[src/psp_pkg.sv]
package psp_pkg;

	// ==============================
	// Sizes
	localparam int NUM_HB = 4;
	localparam int NUM_HS = 3;
	localparam int ADDR_W = 8;

	// ==============================
	// Register indices, byte address is index times four
	localparam int          IDX_LSB         = 2;
	localparam int          IDX_W           = 4;
	localparam logic [3:0]  IDX_SYS_CTRL    = 4'h0;
	localparam logic [3:0]  IDX_BRIDGE_SEL  = 4'h1;
	localparam logic [3:0]  IDX_HS_OUT      = 4'h2;
	localparam logic [3:0]  IDX_BRIDGE_STAT = 4'h3;
	localparam logic [3:0]  IDX_HS_STAT     = 4'h4;
	localparam logic [3:0]  IDX_IRQ_FLAG    = 4'h8;
	localparam logic [3:0]  IDX_IRQ_MASK    = 4'h9;
	localparam logic [3:0]  IDX_AMUX        = 4'hA;

	// ==============================
	// Field positions
	localparam int SYS_STG_EN = 0;
	localparam int SYS_V_INH  = 1;
	localparam int SYS_HOT_SD = 2;
	localparam int HSO_PWM    = 3;
	localparam int BST_RECIRC = 7;
	localparam int IRQ_HOT    = 0;
	localparam int IRQ_UV     = 1;
	localparam int IRQ_OV     = 2;
	localparam int AMUX_GAIN  = 0;

	// ==============================
	// Bus answers
	localparam logic [1:0] RESP_OKAY   = 2'h0;
	localparam logic [1:0] RESP_SLVERR = 2'h2;

	// ==============================
	// Carriers
	typedef struct packed {
		logic              awvalid;
		logic [ADDR_W-1:0] awaddr;
		logic              wvalid;
		logic [31:0]       wdata;
		logic [3:0]        wstrb;
		logic              bready;
		logic              arvalid;
		logic [ADDR_W-1:0] araddr;
		logic              rready;
	} psp_axil_req_t;

	typedef struct packed {
		logic        awready;
		logic        wready;
		logic        bvalid;
		logic [1:0]  bresp;
		logic        arready;
		logic        rvalid;
		logic [31:0] rdata;
		logic [1:0]  rresp;
	} psp_axil_rsp_t;

	typedef struct packed {
		logic [NUM_HB-1:0] hb_oc_hs;
		logic [NUM_HB-1:0] hb_oc_ls;
		logic [NUM_HS-1:0] hs_oc;
		logic              temp_hot;
		logic              temp_reset;
		logic              low_volt;
		logic              high_volt;
		logic              pwm;
	} psp_sense_t;

	typedef struct packed {
		logic [NUM_HB-1:0] hb_hs;
		logic [NUM_HB-1:0] hb_ls;
		logic [NUM_HS-1:0] hs;
		logic              aux_off;
	} psp_gate_t;

endpackage

[src/psp_sync2.sv]
`timescale 1ns/1ps
`default_nettype none
module psp_sync2 import psp_pkg::*; #(
	parameter int W = 1
) (
	// Clock and reset
	input  wire logic         clk,
	input  wire logic         rst,
	// Data
	input  wire logic [W-1:0] d,
	output var  logic [W-1:0] q
);
	logic [W-1:0] meta_r;

	always_ff @(posedge clk or posedge rst) begin
		if (rst) begin
			meta_r <= '0;
			q      <= '0;
		end else begin
			meta_r <= d;
			q      <= meta_r;
		end
	end
endmodule
`default_nettype wire

[src/psp_hb_leg.sv]
`timescale 1ns/1ps
`default_nettype none
module psp_hb_leg import psp_pkg::*; (
	// Clock and reset
	input  wire logic clk,
	input  wire logic rst,
	// Control
	input  wire logic sel_l,
	input  wire logic sel_h,
	input  wire logic recirc,
	input  wire logic pwm,
	input  wire logic flag_clr,
	input  wire logic hs_block,
	input  wire logic all_block,
	// Detectors
	input  wire logic oc_hs,
	input  wire logic oc_ls,
	// Results
	output var  logic flag_r,
	output var  logic hs_gate_r,
	output var  logic ls_gate_r
);
	logic hs_trip_r;
	logic ls_trip_r;
	logic flag_nxt;
	logic hs_trip_nxt;
	logic ls_trip_nxt;
	logic pwm_mode;
	logic hs_want;
	logic ls_want;
	logic hs_nxt;
	logic ls_nxt;

	// ==============================
	// Latches, a new trip beats a clear in the same cycle
	assign flag_nxt    = oc_hs | oc_ls | (flag_r & ~flag_clr);
	assign hs_trip_nxt = oc_hs | (hs_trip_r & ~flag_clr);
	assign ls_trip_nxt = oc_ls | (ls_trip_r & ~flag_clr);

	// ==============================
	// Select decode
	assign pwm_mode = sel_l & sel_h;
	assign hs_want  = pwm_mode ? pwm : (sel_h & ~sel_l);
	assign ls_want  = pwm_mode ? (recirc & ~pwm) : (sel_l & ~sel_h);
	assign hs_nxt   = hs_want & ~hs_trip_nxt & ~hs_block & ~all_block;
	assign ls_nxt   = ls_want & ~ls_trip_nxt & ~all_block;

	always_ff @(posedge clk or posedge rst) begin
		if (rst) begin
			flag_r    <= 1'h0;
			hs_trip_r <= 1'h0;
			ls_trip_r <= 1'h0;
			hs_gate_r <= 1'h0;
			ls_gate_r <= 1'h0;
		end else begin
			flag_r    <= flag_nxt;
			hs_trip_r <= hs_trip_nxt;
			ls_trip_r <= ls_trip_nxt;
			hs_gate_r <= hs_nxt;
			ls_gate_r <= ls_nxt;
		end
	end
endmodule
`default_nettype wire

[src/psp_ctrl.sv]
// How it works
// - Sense gain bit 1 selects low resolution, 0 selects high resolution.
// - First temperature threshold sets hot flag; interrupt only while mask set.
// - Hot shutdown select decides whether hot flag switches stages off.
// - Hot shutdown turns off all high sides and bridge high transistors.
// - Writing 1 clears hot flag unless temperature still high; reset clears.
// - Without hot shutdown, second threshold turns every power stage off.
// - Bridge over-current switches off the affected transistor and sets flag.
// - Writing 1 clears bridge over-current flag and re-enables; 0 does nothing.
// - Voltage flag with inhibit clear disables the half-bridge outputs.
// - Writing 1 clears voltage flag unless fault still present; reset clears.
// - Recirculation bit 1 uses low transistor, 0 the diode; reset clears.
// - High sides run only while the power stage enable bit is set.
// - Mode off/on; in on mode over-current turns off and flags.
// - PWM mode follows input; over-current off until next rising edge.
// - Both bits set: on, current limit sets flag without disabling.
// - Voltage flag with inhibit clear disables the high side outputs.
// - Both bridge select bits set: high transistor follows PWM input.
// - PWM mode with recirculation: low transistor on while high is off.
// - Writing 1 clears high side over-current flag and re-enables driver.
//
// Design decision made here: the AXI4-Lite slave port.
`timescale 1ns/1ps
`default_nettype none
module psp_ctrl import psp_pkg::*; (
	// Clock and reset
	input  wire logic          clk,
	input  wire logic          rst,
	// Register bus
	input  wire psp_axil_req_t bus_req,
	output var  psp_axil_rsp_t bus_rsp,
	// Detectors and PWM pin
	input  wire psp_sense_t    sense_in,
	// Power stage drive
	output var  psp_gate_t     gate_out,
	output var  logic          hot_irq,
	output var  logic          sense_gain_low
);
	// ==============================
	// Declarations
	psp_sense_t        s;
	logic              pwm_d_r;
	logic              pwm_rise;
	logic [3:0]        sys_r;
	logic [7:0]        bsel_r;
	logic [5:0]        hso_r;
	logic              recirc_r;
	logic              hot_mask_r;
	logic              gain_r;
	logic              hot_flag_r;
	logic              uv_r;
	logic              ov_r;
	logic [NUM_HS-1:0] hs_flag_r;
	logic [NUM_HS-1:0] hs_trip_r;
	logic [NUM_HS-1:0] hs_gate_r;
	logic [NUM_HS-1:0] hs_flag_nxt;
	logic [NUM_HS-1:0] hs_trip_nxt;
	logic [NUM_HS-1:0] hs_gate_nxt;
	logic [NUM_HS-1:0] hs_on;
	logic [NUM_HS-1:0] hs_pwm;
	logic [NUM_HB-1:0] hb_flag;
	logic [NUM_HB-1:0] hb_hs;
	logic [NUM_HB-1:0] hb_ls;
	logic              aux_off_r;
	logic              hot_irq_r;
	logic              aw_full_r;
	logic              w_full_r;
	logic [IDX_W-1:0]  aw_idx_r;
	logic              aw_bad_r;
	logic [7:0]        wdata_r;
	logic              wstrb0_r;
	logic              bvalid_r;
	logic [1:0]        bresp_r;
	logic              rvalid_r;
	logic [31:0]       rdata_r;
	logic [1:0]        rresp_r;
	logic              aw_take;
	logic              w_take;
	logic              wr_go;
	logic              wr_en;
	logic              ar_take;
	logic [IDX_W-1:0]  ar_idx;
	logic              ar_bad;
	logic [7:0]        rd_byte;
	logic [7:0]        wd;
	logic              hot_sd_en;
	logic              hot_block;
	logic              hot2_off;
	logic              volt_block;
	logic              stage_en;
	logic              hb_block;
	logic              hs_kill;
	logic              clr_hot;
	logic              clr_uv;
	logic              clr_ov;
	logic [NUM_HB-1:0] clr_hb;
	logic [NUM_HS-1:0] clr_hs;
	logic              hot_nxt;

	function automatic logic idx_bad(input logic [ADDR_W-1:0] a);
		logic [IDX_W-1:0] i;
		i = a[IDX_LSB +: IDX_W];
		idx_bad = (a[ADDR_W-1:IDX_LSB+IDX_W] != '0) ||
			!(i == IDX_SYS_CTRL || i == IDX_BRIDGE_SEL || i == IDX_HS_OUT ||
			i == IDX_BRIDGE_STAT || i == IDX_HS_STAT || i == IDX_IRQ_FLAG ||
			i == IDX_IRQ_MASK || i == IDX_AMUX);
	endfunction

	// ==============================
	// Pin synchronisers
	psp_sync2 #(.W($bits(psp_sense_t))) u_sync (
		.clk (clk),
		.rst (rst),
		.d   (sense_in),
		.q   (s)
	);

	// Edge seen once per rise, re-arms tripped PWM-only high side drivers
	assign pwm_rise = s.pwm & ~pwm_d_r;

	// ==============================
	// Bus write side
	assign aw_take = bus_req.awvalid & ~aw_full_r;
	assign w_take  = bus_req.wvalid & ~w_full_r;
	assign wr_go   = aw_full_r & w_full_r & ~bvalid_r;
	assign wr_en   = wr_go & ~aw_bad_r & wstrb0_r;
	assign wd      = wdata_r;

	always_ff @(posedge clk or posedge rst) begin
		if (rst) begin
			aw_full_r <= 1'h0;
			w_full_r  <= 1'h0;
			aw_idx_r  <= '0;
			aw_bad_r  <= 1'h0;
			wdata_r   <= 8'h00;
			wstrb0_r  <= 1'h0;
			bvalid_r  <= 1'h0;
			bresp_r   <= RESP_OKAY;
		end else begin
			if (aw_take) begin
				aw_full_r <= 1'h1;
				aw_idx_r  <= bus_req.awaddr[IDX_LSB +: IDX_W];
				aw_bad_r  <= idx_bad(bus_req.awaddr);
			end else if (wr_go) begin
				aw_full_r <= 1'h0;
			end
			if (w_take) begin
				w_full_r <= 1'h1;
				wdata_r  <= bus_req.wdata[7:0];
				wstrb0_r <= bus_req.wstrb[0];
			end else if (wr_go) begin
				w_full_r <= 1'h0;
			end
			if (wr_go) begin
				bvalid_r <= 1'h1;
				bresp_r  <= aw_bad_r ? RESP_SLVERR : RESP_OKAY;
			end else if (bus_req.bready) begin
				bvalid_r <= 1'h0;
			end
		end
	end

	// ==============================
	// Write-one-to-clear strobes
	assign clr_hot = wr_en & (aw_idx_r == IDX_IRQ_FLAG) & wd[IRQ_HOT];
	assign clr_uv  = wr_en & (aw_idx_r == IDX_IRQ_FLAG) & wd[IRQ_UV];
	assign clr_ov  = wr_en & (aw_idx_r == IDX_IRQ_FLAG) & wd[IRQ_OV];
	assign clr_hb  = {NUM_HB{wr_en & (aw_idx_r == IDX_BRIDGE_STAT)}} & wd[NUM_HB-1:0];
	assign clr_hs  = {NUM_HS{wr_en & (aw_idx_r == IDX_HS_STAT)}} & wd[NUM_HS-1:0];

	// ==============================
	// Control registers
	always_ff @(posedge clk or posedge rst) begin
		if (rst) begin
			sys_r      <= 4'h0;
			bsel_r     <= 8'h00;
			hso_r      <= 6'h00;
			recirc_r   <= 1'h0;
			hot_mask_r <= 1'h0;
			gain_r     <= 1'h0;
		end else if (wr_en) begin
			if (aw_idx_r == IDX_SYS_CTRL)
				sys_r <= wd[3:0];
			if (aw_idx_r == IDX_BRIDGE_SEL)
				bsel_r <= wd;
			if (aw_idx_r == IDX_HS_OUT)
				hso_r <= wd[5:0];
			if (aw_idx_r == IDX_BRIDGE_STAT)
				recirc_r <= wd[BST_RECIRC];
			if (aw_idx_r == IDX_IRQ_MASK)
				hot_mask_r <= wd[IRQ_HOT];
			if (aw_idx_r == IDX_AMUX)
				gain_r <= wd[AMUX_GAIN];
		end
	end

	// ==============================
	// Protection terms
	assign stage_en   = sys_r[SYS_STG_EN];
	assign hot_sd_en  = |sys_r[SYS_HOT_SD +: 2];
	assign hot_block  = hot_flag_r & hot_sd_en;
	assign hot2_off   = s.temp_reset & ~hot_sd_en;
	assign volt_block = (uv_r | ov_r) & ~sys_r[SYS_V_INH];
	assign hb_block   = volt_block | hot2_off | ~stage_en;
	assign hs_kill    = volt_block | hot2_off | ~stage_en | hot_block;
	// Condition still present re-sets the flag, so a clear cannot win
	assign hot_nxt    = s.temp_hot | (hot_flag_r & ~clr_hot);

	always_ff @(posedge clk or posedge rst) begin
		if (rst) begin
			hot_flag_r <= 1'h0;
			uv_r       <= 1'h0;
			ov_r       <= 1'h0;
			pwm_d_r    <= 1'h0;
			aux_off_r  <= 1'h0;
			hot_irq_r  <= 1'h0;
		end else begin
			hot_flag_r <= hot_nxt;
			uv_r       <= s.low_volt | (uv_r & ~clr_uv);
			ov_r       <= s.high_volt | (ov_r & ~clr_ov);
			pwm_d_r    <= s.pwm;
			aux_off_r  <= hot2_off;
			hot_irq_r  <= hot_flag_r & hot_mask_r;
		end
	end

	// ==============================
	// Half-bridges
	for (genvar b = 0; b < NUM_HB; b++) begin : g_hb
		psp_hb_leg u_leg (
			.clk       (clk),
			.rst       (rst),
			.sel_l     (bsel_r[2*b]),
			.sel_h     (bsel_r[2*b+1]),
			.recirc    (recirc_r),
			.pwm       (s.pwm),
			.flag_clr  (clr_hb[b]),
			.hs_block  (hot_block),
			.all_block (hb_block),
			.oc_hs     (s.hb_oc_hs[b]),
			.oc_ls     (s.hb_oc_ls[b]),
			.flag_r    (hb_flag[b]),
			.hs_gate_r (hb_hs[b]),
			.ls_gate_r (hb_ls[b])
		);
	end

	// ==============================
	// High sides
	assign hs_on  = hso_r[NUM_HS-1:0];
	assign hs_pwm = hso_r[HSO_PWM +: NUM_HS];
	for (genvar h = 0; h < NUM_HS; h++) begin : g_hs
		logic trip_set;
		logic want;
		// On-only and PWM-only modes trip; both set only flags the limit
		assign trip_set = s.hs_oc[h] & (hs_on[h] ^ hs_pwm[h]);
		assign hs_flag_nxt[h] = (s.hs_oc[h] & (hs_on[h] | hs_pwm[h])) |
			(hs_flag_r[h] & ~clr_hs[h]);
		assign hs_trip_nxt[h] = trip_set | (hs_trip_r[h] & ~clr_hs[h] &
			~(pwm_rise & hs_pwm[h] & ~hs_on[h]));
		assign want = (hs_pwm[h] & ~hs_on[h]) ? s.pwm : hs_on[h];
		assign hs_gate_nxt[h] = want & ~hs_trip_nxt[h] & ~hs_kill;
	end

	always_ff @(posedge clk or posedge rst) begin
		if (rst) begin
			hs_flag_r <= '0;
			hs_trip_r <= '0;
			hs_gate_r <= '0;
		end else begin
			hs_flag_r <= hs_flag_nxt;
			hs_trip_r <= hs_trip_nxt;
			hs_gate_r <= hs_gate_nxt;
		end
	end

	// ==============================
	// Bus read side, reads have no side effects
	assign ar_take = bus_req.arvalid & ~rvalid_r;
	assign ar_idx  = bus_req.araddr[IDX_LSB +: IDX_W];
	assign ar_bad  = idx_bad(bus_req.araddr);
	assign rd_byte =
		(ar_idx == IDX_SYS_CTRL)    ? {4'h0, sys_r} :
		(ar_idx == IDX_BRIDGE_SEL)  ? bsel_r :
		(ar_idx == IDX_HS_OUT)      ? {2'h0, hso_r} :
		(ar_idx == IDX_BRIDGE_STAT) ? {recirc_r, 3'h0, hb_flag} :
		(ar_idx == IDX_HS_STAT)     ? {5'h00, hs_flag_r} :
		(ar_idx == IDX_IRQ_FLAG)    ? {5'h00, ov_r, uv_r, hot_flag_r} :
		(ar_idx == IDX_IRQ_MASK)    ? {7'h00, hot_mask_r} :
		(ar_idx == IDX_AMUX)        ? {7'h00, gain_r} : 8'h00;

	always_ff @(posedge clk or posedge rst) begin
		if (rst) begin
			rvalid_r <= 1'h0;
			rdata_r  <= 32'h0000_0000;
			rresp_r  <= RESP_OKAY;
		end else if (ar_take) begin
			rvalid_r <= 1'h1;
			rdata_r  <= {24'h00_0000, ar_bad ? 8'h00 : rd_byte};
			rresp_r  <= ar_bad ? RESP_SLVERR : RESP_OKAY;
		end else if (bus_req.rready) begin
			rvalid_r <= 1'h0;
		end
	end

	// ==============================
	// Outputs
	assign bus_rsp.awready  = ~aw_full_r;
	assign bus_rsp.wready   = ~w_full_r;
	assign bus_rsp.bvalid   = bvalid_r;
	assign bus_rsp.bresp    = bresp_r;
	assign bus_rsp.arready  = ~rvalid_r;
	assign bus_rsp.rvalid   = rvalid_r;
	assign bus_rsp.rdata    = rdata_r;
	assign bus_rsp.rresp    = rresp_r;
	assign gate_out.hb_hs   = hb_hs;
	assign gate_out.hb_ls   = hb_ls;
	assign gate_out.hs      = hs_gate_r;
	assign gate_out.aux_off = aux_off_r;
	assign hot_irq          = hot_irq_r;
	assign sense_gain_low   = gain_r;
endmodule
`default_nettype wire

[config.mk]
export PLATFORM = sky130hd
export DESIGN_NAME = psp_ctrl
export DESIGN_NICKNAME = d
export VERILOG_FILES = /design/src/psp_pkg.sv /design/src/psp_sync2.sv /design/src/psp_hb_leg.sv /design/src/psp_ctrl.sv
export SDC_FILE = /design/constraint.sdc
export NUM_CORES = 1
export LEC_CHECK = 0
export BUFFER_PORTS_ARGS = -buffer_cell sky130_fd_sc_hd__buf_4
export CORE_ASPECT_RATIO = 0.75
export CORE_MARGIN = 1
export CORE_UTILIZATION = 47
export CTS_CLUSTER_DIAMETER = 120
export DETAILED_ROUTE_END_ITERATION = 8
export MAX_ROUTING_LAYER = met4
export PLACE_DENSITY = 0.75
export SLEW_MARGIN = 0
export SYNTH_ARGS = -nofsm -noshare
export SYNTH_HDL_FRONTEND = slang
export SYNTH_SLANG_ARGS = --single-unit
[constraint.sdc]
create_clock -name clk -period 3.9 [get_ports clk]
set_clock_uncertainty 0.1 [all_clocks]
set_input_delay 0.78 -clock clk [delete_from_list [all_inputs] [get_ports clk]]
set_output_delay 0.78 -clock clk [all_outputs]
set_load 0.02 [all_outputs]
# ---- Word level (Yosys, flattened, before mapping)
# Index checks and enable logic that the tools add are counted.
dict set report totals {
  n_memories 0
  input_bits 75
  latchBits 0
  mem_bits_rw 0
  out_inout_bits 55
  ff_bits 118
  mem_bits_ro 0
}
dict set report op_classes {
  n_lt_le_gt_ge 0
  n_shift 0
  add_sub_neg 0
  n_reduce_logical 34
  bitwise_logic 181
  n_mux 29
  n_eq_ne 21
  n_div 0
  mul 0
}
# operator n
set op_table {}
lappend op_table {{$and A1 B1 Y1} 96}
lappend op_table {{$not A1 Y1} 48}
lappend op_table {{$mux W8} 5}
lappend op_table {{$eq A4 B4 Y1 const B} 9}
lappend op_table {{$or A1 B1 Y1} 32}
lappend op_table {{$eq A4 B2 Y1 const B} 6}
lappend op_table {{$mux W1} 20}
lappend op_table {{$logic_or A1 B1 Y1} 16}
lappend op_table {{$eq A4 B1 Y1 const B} 3}
lappend op_table {{$eq A4 B3 Y1 const B} 3}
lappend op_table {{$logic_not A4 Y1} 3}
lappend op_table {{$reduce_and A2 Y1} 6}
lappend op_table {{$reduce_bool A2 Y1} 6}
lappend op_table {{$mux W3} 2}
lappend op_table {{$and A4 B4 Y4} 1}
lappend op_table {{$mux W2} 2}
lappend op_table {{$and A3 B3 Y3} 1}
lappend op_table {{$xor A1 B1 Y1} 3}
lappend op_table {{$logic_not A1 Y1} 2}
lappend op_table {{$reduce_or A2 Y1} 1}

# ---- Logic depth before layout (Yosys ltp)
dict set report logic_depth {
  word_depth 13
  depth_mapped 6
}

# ---- Hierarchy
# A second synthesis with hierarchy kept.
dict set report unflattened {
  cells_unflattened 388
  hier_area_um2 4989.8
}
# mod seq_area_each_um2 area_each_um2 cells_per_inst instances
set modules_own_cells {}
lappend modules_own_cells {psp_ctrl 1601.5 3344.5 295 1}
lappend modules_own_cells {psp_hb_leg 125.1 210.2 15 4}
lappend modules_own_cells {psp_sync2 800.8 804.5 33 1}

# ---- Worst setup path before layout
# No wires, ideal clock.
dict set report synth_path {
  kind {input-to-reg}
  from {input bus_req[6] in the netlist's numbering}
  to {register rdata_r[1]}
  required_time_ps 3678
  setup_slack_ps 1867
  path_stages 4
  arrival_ps 1811
  n_path_buf 1
  cell_sequence {or2_2 -> clkbuf_1 -> a2111o_1 -> a32o_1}
}
dict set report synth_between {
  elab_chain_cells 11
  elab_cells_between_ends 24
  cone_classes {7 x eq/ne; 7 x mux; 10 x reduce/logical}
}
# item line
set synth_lines {}
lappend synth_lines {{start: declaration} psp_ctrl.sv:30} ;# input wire psp_axil_req_t bus_req,
lappend synth_lines {{branches (longest 10 deep; another with $mux W8)} n/a}
lappend synth_lines {{$mux W8 (*)} psp_ctrl.sv:299} ;# rdata_r <= {24'h00_0000, ar_bad ? 8'h00 : rd_byte};
lappend synth_lines {{end signal: assignment} psp_ctrl.sv:299}
lappend synth_lines {{end: declaration} psp_ctrl.sv:75} ;# logic [31:0] rdata_r;
# Every way passes the cells marked *.
# A chain may end at the register's enable or synchronous reset.

# ---- Final worst setup path
dict set report layout_path {
  from {register bvalid_r}
  to {register g_hb[2].u_leg.flag_r}
}
dict set report layout_between {
  elab_chain_cells 9
}
# item line
set layout_lines {}
lappend layout_lines {{start: declaration} psp_ctrl.sv:72} ;# logic bvalid_r;
lappend layout_lines {{start signal: assignment} psp_ctrl.sv:137} ;# bvalid_r <= 1'h0;
lappend layout_lines {{start signal: assignment} psp_ctrl.sv:155} ;# bvalid_r <= 1'h1;
lappend layout_lines {{start signal: assignment} psp_ctrl.sv:158} ;# bvalid_r <= 1'h0;
lappend layout_lines {{$not A1 Y1} psp_ctrl.sv:125} ;# assign wr_go = aw_full_r & w_full_r & ~bvalid_r;
lappend layout_lines {{$and A1 B1 Y1} psp_ctrl.sv:125}
lappend layout_lines {{$and A1 B1 Y1 (2 in a row)} psp_ctrl.sv:126} ;# assign wr_en = wr_go & ~aw_bad_r & wstrb0_r;
lappend layout_lines {{$and A1 B1 Y1} psp_ctrl.sv:168} ;# assign clr_hb = {NUM_HB{wr_en & (aw_idx_r == IDX_BRIDGE_STAT)}} & wd[NUM_HB-1:0];
lappend layout_lines {{$and A4 B4 Y4} psp_ctrl.sv:168}
lappend layout_lines {{$not A1 Y1} psp_hb_leg.sv:36} ;# assign flag_nxt = oc_hs | oc_ls | (flag_r & ~flag_clr);
lappend layout_lines {{$and A1 B1 Y1} psp_hb_leg.sv:36}
lappend layout_lines {{$or A1 B1 Y1} psp_hb_leg.sv:36}
lappend layout_lines {{named net g_hb[2].u_leg.flag_nxt} psp_hb_leg.sv:25} ;# logic flag_nxt;
lappend layout_lines {{end signal: assignment} psp_hb_leg.sv:56} ;# flag_r <= flag_nxt;
lappend layout_lines {{end: declaration} psp_hb_leg.sv:19} ;# output var logic flag_r,
# The timed path passes the listed nets, and every way through them passes these cells.

==> results.toml <==
[outcome]
status = "complete, no violations"

[die]
fp-row-count = 31
ios = 130
die_y_um = 90.7
dieArea_um2 = 10900
start_util_pct = 49.6
core_um2 = 9930
fp.dieW_um = 120

[power]
p_sw_uw = 1060
power_uw = 3810
power_density_nw_per_um2 = 631
power_frac_seq_pct = 43.5
total_leakage_power_uw = 0.00275
power.share.combinational_pct = 16.2
pwr-share-clk_pct = 40.3
internal_power_uw = 2740
swShare_pct = 28.0
ir_drop_v = 0.000387

[logic_synthesis]
syn_inst = 401
yosysMostFrequentCell = "dfrtp_1"
synth_area_leader_cell = "dfrtp_1"
synth_edf_count = 0
synthTopCellsByArea = "dfrtp_1 (59%), mux2_2 (8.0%), buf_4 (5.6%), nand3_1 (1.8%), nand2_1 (1.7%)"
yosysWarnings = 0
synthArstFlopShare_pct = 100
synth_area_um2 = 4930
ys_ff_latch = 116
synth_area_per_cell_um2 = 12.3
synth_top_area_share_pct = 58.9
synth_cell_type_count = 47
synthFlopType = "dfrtp_1"
synth_common_cells = "dfrtp_1 (116), buf_4 (37), mux2_2 (35), nand2_1 (22), inv_1 (19)"
ys_seq_area_share_pct = 58.9

[sta]
setup_viol = 0
fin_setup_tns_ps = 0
fmax_mhz = 465
max-slew-margin-rel_pct = 50.5
tightest_slew_ps = 741
post-route-min-period_ps = 2150
slew_viol_final = 0
grt_setup_unrepaired = "no"
finalCritPeriodShare_pct = 55.2
hold_viol = 0

[finish]
multiInputGateArea_um2 = 1720
seq_area_um2 = 2900
fillers = 802
antenna_cells = 0
area_growth_pct = 22.4
final_cell_area_um2 = 6030
nets = 551
layout-drive-gt1-share_pct = 33.3
final_util_pct = 60.7

[global_route]
grt_max_degree = 52
gr-total-overflow = 0
gr-usage-all-layers_pct = 21.3
grt_pass1_vias = 3282
grt_pass1_wl_um = 16700
antenna_found_initial = 0

[placement]
port_buffers = 72
placed_area_um2 = 5430
dpl.hpwl_um = 7220
place_congestion = 0.930

[detailed_routing]
drc_errors = 0
drtIter0Drc = 214
postRouteAntennaNets = 0
avgRoutedWirePerCell_um = 16.5
vias = 3155
routed_via_density = 5.13
drt_wl_total_um = 10100
dr.pass1.iters = 4

[critical_path]
r2r_setup_slack_ps = 1750
crit_path_end = "g_hb[2].u_leg.flag_r$_DFF_PP0_"
crit_path_end_kind = "flop"
slowest_delay_ps = 510
criticalPathCategory = "flop to flop"
arrival_ps = 2340
critPathLaunch = "bvalid_r$_DFFE_PP0P_"
critPathMaxFanout = 8
cp.required_ps = 4090
timing.rr.end = "g_hb[2].u_leg.flag_r$_DFF_PP0_"
slowest_stage = "nor4b_4"
crit_buf_inv = 0
regToRegStartpoint = "bvalid_r$_DFFE_PP0P_"
cp-start-kind = "flop"
critical_path.cell_chain = "nand3b_1 > nor4b_4 > nand4_1 > a211o_2"
critPathTopFamily = "simple AND/OR/NAND/NOR gates"
path_depth = 4
worstRegToRegCells = 4

[cts]
path_clk_slew_ps = 50
ctsHoldBuffers = 0
clkLatencyLatePin_ps = 410
cts_setup_buffers = 0
cts_resized = 0
root_buffer = "clkbuf_16"
cts.sinks = 116
htree_levels = 4
cts_tree = "done"
cts_buffer_depth = 2
cts_buffers = 17

[worst_hold_path]
hp-class = "flop to flop"

[run]
max_cap_violations = 0
==> layout by cell type, fill, tap and decap left out, drive strengths merged, types with 2 or more instances in the layout <==
master / n
bufinv: 2
o22ai: 2
nand2: 23
nor2b: 9
a21o: 13
clkbuf: 23
a31oi: 2
mux2: 35
nand3: 18
inv: 18
clkinvlp: 3
mux2i: 4
dfrtp: 116
a211oi: 8
and4b: 2
a211o: 4
nor2: 9
and2b: 3
and2: 2
o211ai: 2
nand2b: 12
and3b: 2
nand3b: 2
clkinv: 5
a22oi: 2
a2111o: 2
nor3: 5
o21ai: 12
or2: 2
a21oi: 9
conb: 26
buf: 74
ha: 6
nand4: 7
nor4b: 3
nor3b: 3
a32o: 7
==> per-stage QoR <==
step / instances / hold slack [ps] / worst slack (ps)
after floorplan: 426 / 231 / 1610
after global placement: 583 / 232 / 1720
after detailed placement: 583 / 235 / 1720
after CTS: 615 / 246 / 1740
after global routing: 615 / 252 / 1630
final: 615 / 244 / 1750
==> kinds of logic (layout without fill, tap and decap cells) <==
kind of cell / after synthesis / after routing / synth area share, %
adder cells (fa/ha/maj): 6 / 6 / 1.52
AO/OA/AOI/OAI: 68 / 68 / 10.2
buffers and inverters: 68 / 125 / 8.08
flip-flops: 116 / 116 / 58.9
AND/OR/NAND/NOR: 102 / 102 / 11.9
multiplexers: 40 / 40 / 9.27
other: 1 / 26 / 0.0761
==> area by class of cell <==
class	instances	area share (%)
multi-input combinational	242	28.5
inverter	19	1.25
tap	132	2.74
clock inverter	9	1.66
sequential	116	48.2
clock buffer	23	8.26
timing repair buffer	74	9.42
==> power groups by stage <==
stage,Sequential (uW),Clock (uW),Combinational [uW]
2_1_floorplan,1570,0,510
3_3_place_gp,1660,0,588
3_5_place_dp,1670,0,616
4_1_cts,1660,1560,625
5_1_grt,1690,1620,683
6_report,1660,1530,616
==> worst min-delay path by stage <==
stage                           startpoint                      to  slack [ps]  depth (start not counted)
5_1_grt        u_sync.meta_r[14]$_DFF_PP0_  u_sync.q[14]$_DFF_PP0_         250                          0
3_5_place_dp   u_sync.meta_r[12]$_DFF_PP0_  u_sync.q[12]$_DFF_PP0_         230                          0
3_3_place_gp    u_sync.meta_r[8]$_DFF_PP0_   u_sync.q[8]$_DFF_PP0_         230                          0
6_report        u_sync.meta_r[8]$_DFF_PP0_   u_sync.q[8]$_DFF_PP0_         240                          0
4_1_cts         u_sync.meta_r[8]$_DFF_PP0_   u_sync.q[8]$_DFF_PP0_         250                          0
2_1_floorplan   u_sync.meta_r[0]$_DFF_PP0_   u_sync.q[0]$_DFF_PP0_         230                          0
==> registers in the layout (all words and copies together) (netlist names), 4 cells and up <==
register	count
u_sync.meta_r	16
u_sync.q	16
bsel_r	8
rdata_r	8
wd	8
hso_r	6
aw_idx_r	4
g_hb.u_leg.flag_r	4
g_hb.u_leg.hs_gate_r	4
g_hb.u_leg.hs_trip_r	4
g_hb.u_leg.ls_gate_r	4
g_hb.u_leg.ls_trip_r	4
sys_r	4
==> metal layers <==
metal / global-route usage [%] / wire [um] / up-vias
met5: - / 0 / -
met4: 6.28 / 78 / 0
met3: 6.76 / 696 / 10
met2: 30.7 / 4660 / 102
met1: 29.0 / 4700 / 1556
li1: - / - / 1487
==> worst reg2reg max path: stages, from the launching register on <==
cell	delay [ps]
dfrtp_1	400
nand3b_1	270
nor4b_4	510
nand4_1	360
a211o_2	410
(Power assumes the default switching activity.)
